$ cat config.mk
export PLATFORM = sky130hd
export DESIGN_NAME = hpd_top
export DESIGN_NICKNAME = d
export VERILOG_FILES = /design/src/hpd_pkg.sv /design/src/hpd_latch.sv /design/src/hpd_top.sv
export SDC_FILE = /design/constraint.sdc
export NUM_CORES = 1
export LEC_CHECK = 0
export BUFFER_PORTS_ARGS = -buffer_cell sky130_fd_sc_hd__buf_2
export CAP_MARGIN = 20
export CORE_UTILIZATION = 50
export DETAILED_ROUTE_END_ITERATION = 7
export PLACE_DENSITY_LB_ADDON = 0.25
export RECOVER_POWER = 100
export SLEW_MARGIN = 20
export SYNTH_ARGS = -nofsm -noshare
export SYNTH_HDL_FRONTEND = slang
export SYNTH_HIERARCHICAL = 1
export SYNTH_SLANG_ARGS = --single-unit
export TNS_END_PERCENT = 5
$ cat constraint.sdc
create_clock -name mclk -period 3.3 [get_ports mclk]
set_input_delay 0.165 -clock mclk [delete_from_list [all_inputs] [get_ports mclk]]
set_output_delay 0.165 -clock mclk [all_outputs]
set_load 0.05 [all_outputs]
$ cat src/hpd_pkg.sv
// Package of constants shared by the Hall pulse and direction logic.
//
// Summary of operation
// [RQ1] Vertical latch: low above operate, high below release.
// [RQ2] Horizontal latch: low above operate, high below release.
// [RQ3] Pulse output equals vertical XOR horizontal latch.
// [RQ4] Direction updates only on pulse output edges.
// [RQ5] Direction and pulse change in same cycle.
// [RQ6] Direction undefined only until first pulse.
// [RQ7] Sensors driven and sampled only in window.
// [RQ8] Both outputs are open-drain drivers.
// [RQ9] Vertical leading horizontal gives direction high.
package hpd_pkg;

    // =====================================================================
    // Timing
    // =====================================================================

    // Clock period in picoseconds, 125 MHz.
    localparam int unsigned CLK_PERIOD_PS = 8000;
    // Sensing period, typical figure in nanoseconds.
    localparam int unsigned DRIVE_PERIOD_NS = 48800;
    // Drive window, typical figure in nanoseconds.
    localparam int unsigned DRIVE_WINDOW_NS = 24400;
    // Period in cycles, a longest time, rounded down.
    localparam int unsigned DRIVE_PERIOD_CYC = (DRIVE_PERIOD_NS * 1000) / CLK_PERIOD_PS;
    // Window in cycles, a least time, rounded up.
    localparam int unsigned DRIVE_WINDOW_CYC =
        (DRIVE_WINDOW_NS * 1000 + CLK_PERIOD_PS - 1) / CLK_PERIOD_PS;
    // Width of the period counter.
    localparam int unsigned CNT_W = 13;

    // =====================================================================
    // Reset values
    // =====================================================================

    // Latches start released, which reads high.
    localparam logic LATCH_RST = 1'h1;
    // Direction pin stays released while undefined.
    localparam logic DIR_RST = 1'h1;

    // Sensing sequencer states; each step flips one bit but SAMPLE to IDLE.
    typedef enum logic [1:0] {
        HPD_IDLE   = 2'h0,
        HPD_DRIVE  = 2'h1,
        HPD_SAMPLE = 2'h3
    } hpd_state_type;

endpackage

$ cat src/hpd_latch.sv
// Hysteresis latch fed by an operate and a release comparator.
`timescale 1ns/1ps
module hpd_latch (
    input  wire logic mclk,         // System clock.
    input  wire logic sys_rst,      // Synchronous reset, active high.
    input  wire logic sample,       // One-cycle strobe to evaluate.
    input  wire logic above_op,     // Synchronised: field above operate point.
    input  wire logic below_rel,    // Synchronised: field below release point.
    output logic      state         // Latch state, low when operated.
);

    // =====================================================================
    // Latch
    // =====================================================================

    // Next latch value.
    logic next_state;

    // Operate drives low, release drives high, between them it holds.
    always_comb begin
        next_state = state;
        if (sample) begin
            if (above_op) begin
                next_state = 1'h0;
            end else if (below_rel) begin
                next_state = 1'h1;
            end
        end
    end

    // Register the latch.
    always_ff @(posedge mclk) begin
        if (sys_rst) begin
            state <= hpd_pkg::LATCH_RST;
        end else begin
            state <= next_state;
        end
    end

    // Latch goes low after an operate sample.
    latch_operate_a: assert property (@(posedge mclk) disable iff (sys_rst)  // RQ1 RQ2
        sample && above_op |=> !state) else $error("latch did not operate");
    // Latch holds without a sample.
    latch_hold_a: assert property (@(posedge mclk) disable iff (sys_rst)  // RQ1 RQ2
        !sample |=> $stable(state)) else $error("latch changed unsampled");

endmodule

$ cat src/hpd_top.sv
// Hall pulse and direction logic: sequencer, latches and open-drain outputs.
`timescale 1ns/1ps
module hpd_top (
    input  wire logic mclk,             // System clock, 125 MHz.
    input  wire logic sys_rst,          // Synchronous reset, active high.
    input  wire logic vert_above_op,    // Comparator: vertical above operate.
    input  wire logic vert_below_rel,   // Comparator: vertical below release.
    input  wire logic horiz_above_op,   // Comparator: horizontal above operate.
    input  wire logic horiz_below_rel,  // Comparator: horizontal below release.
    output logic      sensor_drive,     // High while the Hall sensors are energised.
    output logic      pulse_out,        // Pulse pin output value, always low.
    output logic      pulse_oe,         // Pulse pin enable, high pulls low.
    output logic      dir_out,          // Direction pin output value, always low.
    output logic      dir_oe,           // Direction pin enable, high pulls low.
    output logic      dir_valid         // High once direction is defined.
);

    // =====================================================================
    // Input synchronisers
    // =====================================================================

    // Comparator inputs cross from the analog side, so two flops each.
    logic [3:0] cmp_meta;   // First stage, read only by the second.
    logic [3:0] cmp_sync;   // Second stage, safe to use.

    // Both stages shift every cycle.
    always_ff @(posedge mclk) begin
        if (sys_rst) begin
            cmp_meta <= 4'h0;
            cmp_sync <= 4'h0;
        end else begin
            cmp_meta <= {horiz_below_rel, horiz_above_op, vert_below_rel, vert_above_op};
            cmp_sync <= cmp_meta;
        end
    end

    // =====================================================================
    // Sensing sequencer
    // =====================================================================

    hpd_pkg::hpd_state_type state;       // Current sequencer state.
    hpd_pkg::hpd_state_type next_state;  // Next sequencer state.
    logic [hpd_pkg::CNT_W-1:0] cnt;      // Cycle within the period.
    logic [hpd_pkg::CNT_W-1:0] next_cnt; // Next cycle count.
    logic                      sample;   // Evaluate strobe, one cycle.

    localparam logic [hpd_pkg::CNT_W-1:0] LAST_CYC =
        hpd_pkg::CNT_W'(hpd_pkg::DRIVE_PERIOD_CYC - 1);
    localparam logic [hpd_pkg::CNT_W-1:0] WIN_END =
        hpd_pkg::CNT_W'(hpd_pkg::DRIVE_WINDOW_CYC - 1);

    // [RQ7] drive window timing
    // The window opens at count zero; comparators are read at its last
    // cycle, once two synchroniser cycles of settling have passed.
    always_comb begin
        next_cnt   = (cnt == LAST_CYC) ? '0 : cnt + 1'b1;
        next_state = state;
        sample     = 1'b0;
        case (state)
            hpd_pkg::HPD_IDLE: begin
                if (cnt == LAST_CYC) begin
                    next_state = hpd_pkg::HPD_DRIVE;
                end
            end
            hpd_pkg::HPD_DRIVE: begin
                if (cnt == WIN_END - 1'b1) begin
                    next_state = hpd_pkg::HPD_SAMPLE;
                end
            end
            hpd_pkg::HPD_SAMPLE: begin
                sample     = 1'b1;
                next_state = hpd_pkg::HPD_IDLE;
            end
            default: begin
                next_state = hpd_pkg::HPD_IDLE;
            end
        endcase
    end

    // Register sequencer state; after reset the first window starts at once.
    always_ff @(posedge mclk) begin
        if (sys_rst) begin
            state <= hpd_pkg::HPD_DRIVE;
            cnt   <= '0;
        end else begin
            state <= next_state;
            cnt   <= next_cnt;
        end
    end

    // [RQ7] sensor energise gate
    // Drive stands through the whole window, including the sample cycle.
    assign sensor_drive = (state != hpd_pkg::HPD_IDLE);

    // =====================================================================
    // Hysteresis latches
    // =====================================================================

    logic vert_latch;   // Vertical field latch.
    logic horiz_latch;  // Horizontal field latch.

    // [RQ1] vertical hysteresis latch
    hpd_latch u_vert (
        .mclk      (mclk),
        .sys_rst   (sys_rst),
        .sample    (sample),
        .above_op  (cmp_sync[0]),
        .below_rel (cmp_sync[1]),
        .state     (vert_latch)
    );

    // [RQ2] horizontal hysteresis latch
    hpd_latch u_horiz (
        .mclk      (mclk),
        .sys_rst   (sys_rst),
        .sample    (sample),
        .above_op  (cmp_sync[2]),
        .below_rel (cmp_sync[3]),
        .state     (horiz_latch)
    );

    // =====================================================================
    // Pulse and direction
    // =====================================================================

    logic pulse;        // Registered pulse level.
    logic dir;          // Registered direction level.
    logic vert_prev;    // Vertical latch at the previous edge.
    logic next_pulse;   // Next pulse level.
    logic next_dir;     // Next direction level.
    logic next_valid;   // Next direction-defined flag.
    logic next_vprev;   // Next stored vertical latch.
    logic pulse_edge;   // Pulse level about to change.

    // [RQ3] pulse equals latch XOR
    // [RQ4] direction only at pulse edges
    // In quadrature exactly one latch moves per edge. A vertical move that
    // raises the pulse, or a horizontal move that lowers it, means the
    // vertical latch leads, so direction goes high; the mirror cases go low.
    // Judging the move alone would flip direction on every edge of a steady
    // rotation, so the new pulse level has to take part.
    // Both outputs are registered from the same latches, so the pins cannot
    // skew against each other.
    always_comb begin
        next_pulse = vert_latch ^ horiz_latch;
        pulse_edge = (next_pulse != pulse);
        next_dir   = dir;
        next_valid = dir_valid;
        next_vprev = vert_prev;
        if (pulse_edge) begin
            // [RQ9] quadrature order decides direction
            next_dir   = ((vert_latch != vert_prev) == next_pulse);
            next_vprev = vert_latch;
            // [RQ6] defined after first pulse
            // The first edge only captures history; the second ends the pulse.
            next_valid = dir_valid | pulse;
        end
    end

    // [RQ5] same-cycle pulse and direction
    // Register the outputs together. Undefined direction is shown as a
    // released pin, since the first edge has no history to judge from.
    always_ff @(posedge mclk) begin
        if (sys_rst) begin
            pulse     <= 1'h0;
            dir       <= hpd_pkg::DIR_RST;
            dir_valid <= 1'h0;
            vert_prev <= hpd_pkg::LATCH_RST;
        end else begin
            pulse     <= next_pulse;
            dir       <= next_valid ? next_dir : hpd_pkg::DIR_RST;
            dir_valid <= next_valid;
            vert_prev <= next_vprev;
        end
    end

    // [RQ8] open-drain pin drivers
    // Drive low for a logic low, release for a high.
    assign pulse_out = 1'b0;
    assign pulse_oe  = ~pulse;
    assign dir_out   = 1'b0;
    assign dir_oe    = ~dir;

    // =====================================================================
    // Checks
    // =====================================================================

    // Helper for the window-length check: drive cycles seen in this window.
    logic [hpd_pkg::CNT_W-1:0] drive_run;       // Drive cycles counted so far.
    logic [hpd_pkg::CNT_W-1:0] next_drive_run;  // Next drive cycle count.

    // Count while the sensors are driven, clear in the idle gap.
    always_comb begin
        next_drive_run = '0;
        if (sensor_drive) begin
            next_drive_run = drive_run + 1'b1;
        end
    end

    // Register the helper count.
    always_ff @(posedge mclk) begin
        if (sys_rst) begin
            drive_run <= '0;
        end else begin
            drive_run <= next_drive_run;
        end
    end

    pulse_xor_a: assert property (@(posedge mclk) disable iff (sys_rst)   // RQ3
        pulse == $past(vert_latch ^ horiz_latch)) else $error("pulse not latch xor");
    dir_edge_a: assert property (@(posedge mclk) disable iff (sys_rst)    // RQ4
        $changed(dir) |-> $changed(pulse)) else $error("direction moved off edge");
    dir_order_a: assert property (@(posedge mclk) disable iff (sys_rst)   // RQ9
        $changed(pulse) && dir_valid && $past(vert_latch == vert_prev) |-> dir != pulse)
        else $error("horizontal move not decoded");
    dir_vlead_a: assert property (@(posedge mclk) disable iff (sys_rst)   // RQ9
        $changed(pulse) && dir_valid && $past(vert_latch != vert_prev) |-> dir == pulse)
        else $error("vertical move not decoded");
    valid_sticky_a: assert property (@(posedge mclk) disable iff (sys_rst) // RQ6
        dir_valid |=> dir_valid) else $error("direction became undefined");
    valid_late_a: assert property (@(posedge mclk) disable iff (sys_rst)  // RQ6
        $rose(dir_valid) |-> $fell(pulse)) else $error("defined before pulse end");
    drive_win_a: assert property (@(posedge mclk) disable iff (sys_rst)   // RQ7
        sample |-> sensor_drive && $past(sensor_drive, 2)) else $error("sample off window");
    drive_len_a: assert property (@(posedge mclk) disable iff (sys_rst)   // RQ7
        $rose(sensor_drive) |-> sensor_drive [*8]) else $error("window too short");
    drive_span_a: assert property (@(posedge mclk) disable iff (sys_rst)  // RQ7
        $fell(sensor_drive) |-> drive_run == WIN_END + 1'b1) else $error("window length wrong");
    od_pins_a: assert property (@(posedge mclk) disable iff (sys_rst)     // RQ8
        !pulse_out && !dir_out && (pulse_oe == !pulse) && (dir_oe == !dir))
        else $error("pin not open drain");

    pulse_rise_c: cover property (@(posedge mclk) disable iff (sys_rst) $rose(pulse));
    dir_valid_c: cover property (@(posedge mclk) disable iff (sys_rst) $rose(dir_valid));
    dir_flip_c: cover property (@(posedge mclk) disable iff (sys_rst)
        dir_valid && $changed(dir));

endmodule

==> key figures <==
Pwr
  – Power share of the sequential group: 0.607
  – Peak VDD IR: 0.2926 mV
  – Comb pwr share: 0.045
  – Sw Ratio: 0.2506
  – Net switching power figure: 0.1496 mW
  – Leakage: 0.4760 nW
  – P_int: ~0.45 mW
  – Power per cell area: 465.5 nW/µm²
  – Clk pwr share: 0.348

Global routing
  – Pin count of the biggest net entering global routing: 20
  – Wire length of the first global-routing pass: roughly 3300 µm
  – Vias in the first global route: 807
  – Global-route usage over all layers: 0.1803
  – GRT Residual Overflow: 0
  – Initial antenna violation count: 0

Critical path
  – Critical Path RT: 3.56 ns
  – CP Class: flip-flop to flip-flop
  – Crit path max fanout: 8
  – Worst setup SP type: flip-flop
  – Slowest Stage Delay on Critical Path: 0.52 ns
  – Critical path capture point type: flip-flop
  – Worst EP arrival: 1.89 ns
  – CP bufs+invs: 0
  – Largest delay share family, worst path: simple AND/OR/NAND/NOR gates
  – Slowest CP cell: or4_1
  – Crit-path cells: ha_1 -> nand3_1 -> or4_1 -> a21oi_1

Routing
  – Total routed wirelength: 2007 µm
  – Drt first pass iters: 4
  – Drt wl/cell: 11.95 µm
  – Drt drc: 0
  – Antenna-violating nets left: 0
  – Via count: approximately 900
  – 1st-iter DRT viols: 21
  – Via-to-Cell Ratio: 5.488

Synth
  – Yosys warning total: 6
  – Gate Count Post-Synth: 128
  – Register bit total from synthesis: 29
  – Main area contributors after synthesis: dfxtp_1, nor2b_1, a21oi_1
  – Yosys cell types: 33
  – Mapped Area: 1186 µm²
  – Avg Cell Area, Syn: 9.267 µm²
  – Post-synthesis sequential area ratio: 0.4895
  – Yosys top cell by area: dfxtp_1
  – Share of the synthesized area in the top cell type: 0.4895

Floorplanning
  – IO Pins: 12
  – Row count: 17
  – Initial core utilization: 0.5311
  – Core footprint: around 2200 µm²
  – Die H: 50.71 µm
  – Area of the die: around 2600 µm²
  – Die Wd: about 51 µm

Hold path
  – Classification of the worst-slack hold path: input pin to flip-flop

Finish
  – Share of cells above drive strength 1: 0.1000
  – Fill count: 213
  – Commonest cells after routing, fill and taps aside: dfxtp_1, a21oi_1, inv_1, nor2_1, nor2b_1
  – Commonest non-fill, non-tap cell in the layout: dfxtp_1
  – NumNets Final: 147
  – Area grow syn2layout: 8.122%
  – # diodes: 0

Clocking
  – CTS H-tree depth: 2
  – Setup Buffers After CTS: 0
  – Clk buf depth: 2
  – Clock slew at reported path FFs: 0.10 ns
  – CTS Buf Count: 5
  – Cts repair resizes: 0
  – Skew-Pair Late Insertion Delay: approximately 0.33 ns
  – CTS Hold Bufs: 0
  – Clock root buffer: clkbuf_4
  – CTS tree: done
  – Clk sinks: 29

Timing
  – RSZ-0062 raised after global routing: false
  – Final Hold Viols: 0
  – Worst slew pin tran: 0.7092 ns
  – Peak Freq: 614.1 MHz
  – Final count of negative-setup-slack endpoints: 0
  – Period Utilization, post-route: 0.4934
  – Setup ws final: 1.672 ns
  – Crit path time final: 1.628 ns
  – Setup TNS: 0 ns
  – Fin. max-slew vios: 0
  – Max transition margin: 0.5272
  – Post-Route Skew: around 0.0051 ns

Placed design
  – Dpl hpwl: 1394 µm
  – Buffers on Ports: 9
  – Gp weighted congestion: 0.7830
  – Place WS: 1.698 ns

Run
  – Max Cap Violations: 0

Status
  – Status: completed
## area by class of cell
type	count	area, µm²	share of cell area
Inverter	9	33.78	0.02634
Clock buffer	5	37.54	0.02927
Clock inverter	3	17.52	0.01366
Multi-Input combinational cell	85	539.3	0.4205
Timing Repair Buffer	9	38.79	0.03024
Sequential cell	29	580.6	0.4527
Tap cell	28	35.03	0.02732
## power groups by stage
stage               clock [mW]  combinational [mW]  sequential (mW)
detailed placement           0              0.0271            0.371
global route             0.224              0.0301            0.364
CTS                      0.214              0.0273            0.362
finish                   0.208              0.0267            0.362
global placement             0              0.0258            0.370
floorplan                    0              0.0241            0.368
## routing by layer
| metal | vias to the layer above | GRT usage | wire length [µm] |
|---|---|---|---|
| met2 | 16 | 0.2844 | 914 |
| li1 | 476 | - | - |
| met3 | 7 | 0.04545 | 66 |
| met5 | - | 0 | 0 |
| met1 | 423 | 0.2180 | 973 |
| met4 | 0 | 0.1111 | 52 |
## stage by stage
stage,instances,total power [mW],hold slack [ns],util,area (µm²)
after global routing,168,0.6180,0.04984,0.5742,1282
after CTS,168,0.6040,0.03432,0.5770,1289
final,168,0.5970,0.03743,0.5742,1282
after global placement,160,0.3956,0.3730,0.5524,1234
after detailed placement,160,0.3977,0.3830,0.5524,1234
after floorplan,129,0.3924,0.2366,-,1190
## synthesized netlist by cell type (all sizes together)
cell,number
a211o,2
a211oi,2
a21oi,10
a31oi,2
a41o,1
a41oi,1
and2,1
and3,2
and4,1
buf,5
clkbuf,1
conb,1
dfxtp,29
ha,2
inv,9
nand2,3
nand3,5
nand4,3
nor2,9
nor2b,9
nor3b,2
nor4b,2
o211ai,1
o21ai,4
o21bai,2
o31ai,4
or2,1
or3,4
or4,4
xnor2,4
xor2,2
## worst register-to-register path: cells and delay by family, from the launching register on
| kind | cells | cell delay (ns) |
|---|---|---|
| adders and majority gates | 1 | 0.25 |
| DFF | 1 | 0.41 |
| and+or+nand+nor | 2 | 0.76 |
| AOI/OAI and AO/OA | 1 | 0.15 |
## path summary, 6_finish.rpt
check / startpoint / end / slack [ns] / cells after the start
max: cnt[0]$_SDFF_PP0_ / cnt[12]$_SDFF_PP0_ / 1.67 / 4
max reg2reg: cnt[0]$_SDFF_PP0_ / cnt[12]$_SDFF_PP0_ / 1.67 / 4
min: horiz_above_op / cmp_meta[2]$_SDFF_PP0_ / 0.04 / 2
min reg2reg: cmp_sync[2]$_SDFF_PP0_ / u_horiz/state$_SDFFE_PP1P_ / 0.42 / 1
## kinds of logic (layout without fill, tap and decap cells)
| logic type | after synthesis | in the layout | synth area share |
|---|---|---|---|
| other | 1 | 2 | 0.003162 |
| AND/OR/NAND/NOR | 46 | 46 | 0.2257 |
| adder cells (fa/ha/maj) | 2 | 2 | 0.02109 |
| AO/OA/AOI/OAI | 29 | 29 | 0.1572 |
| flip-flops | 29 | 29 | 0.4895 |
| buffers and inverters | 15 | 26 | 0.05907 |
| XOR/XNOR | 6 | 6 | 0.04430 |
## state kept, by name, summed over array words and instances (netlist names)
name           cells
dir_valid          1
u_horiz/state      1
cmp_sync           4
cnt               13
state              2
dir                1
u_vert/state       1
pulse              1
cmp_meta           4
vert_prev          1
Power figures use the tool's default switching activity.
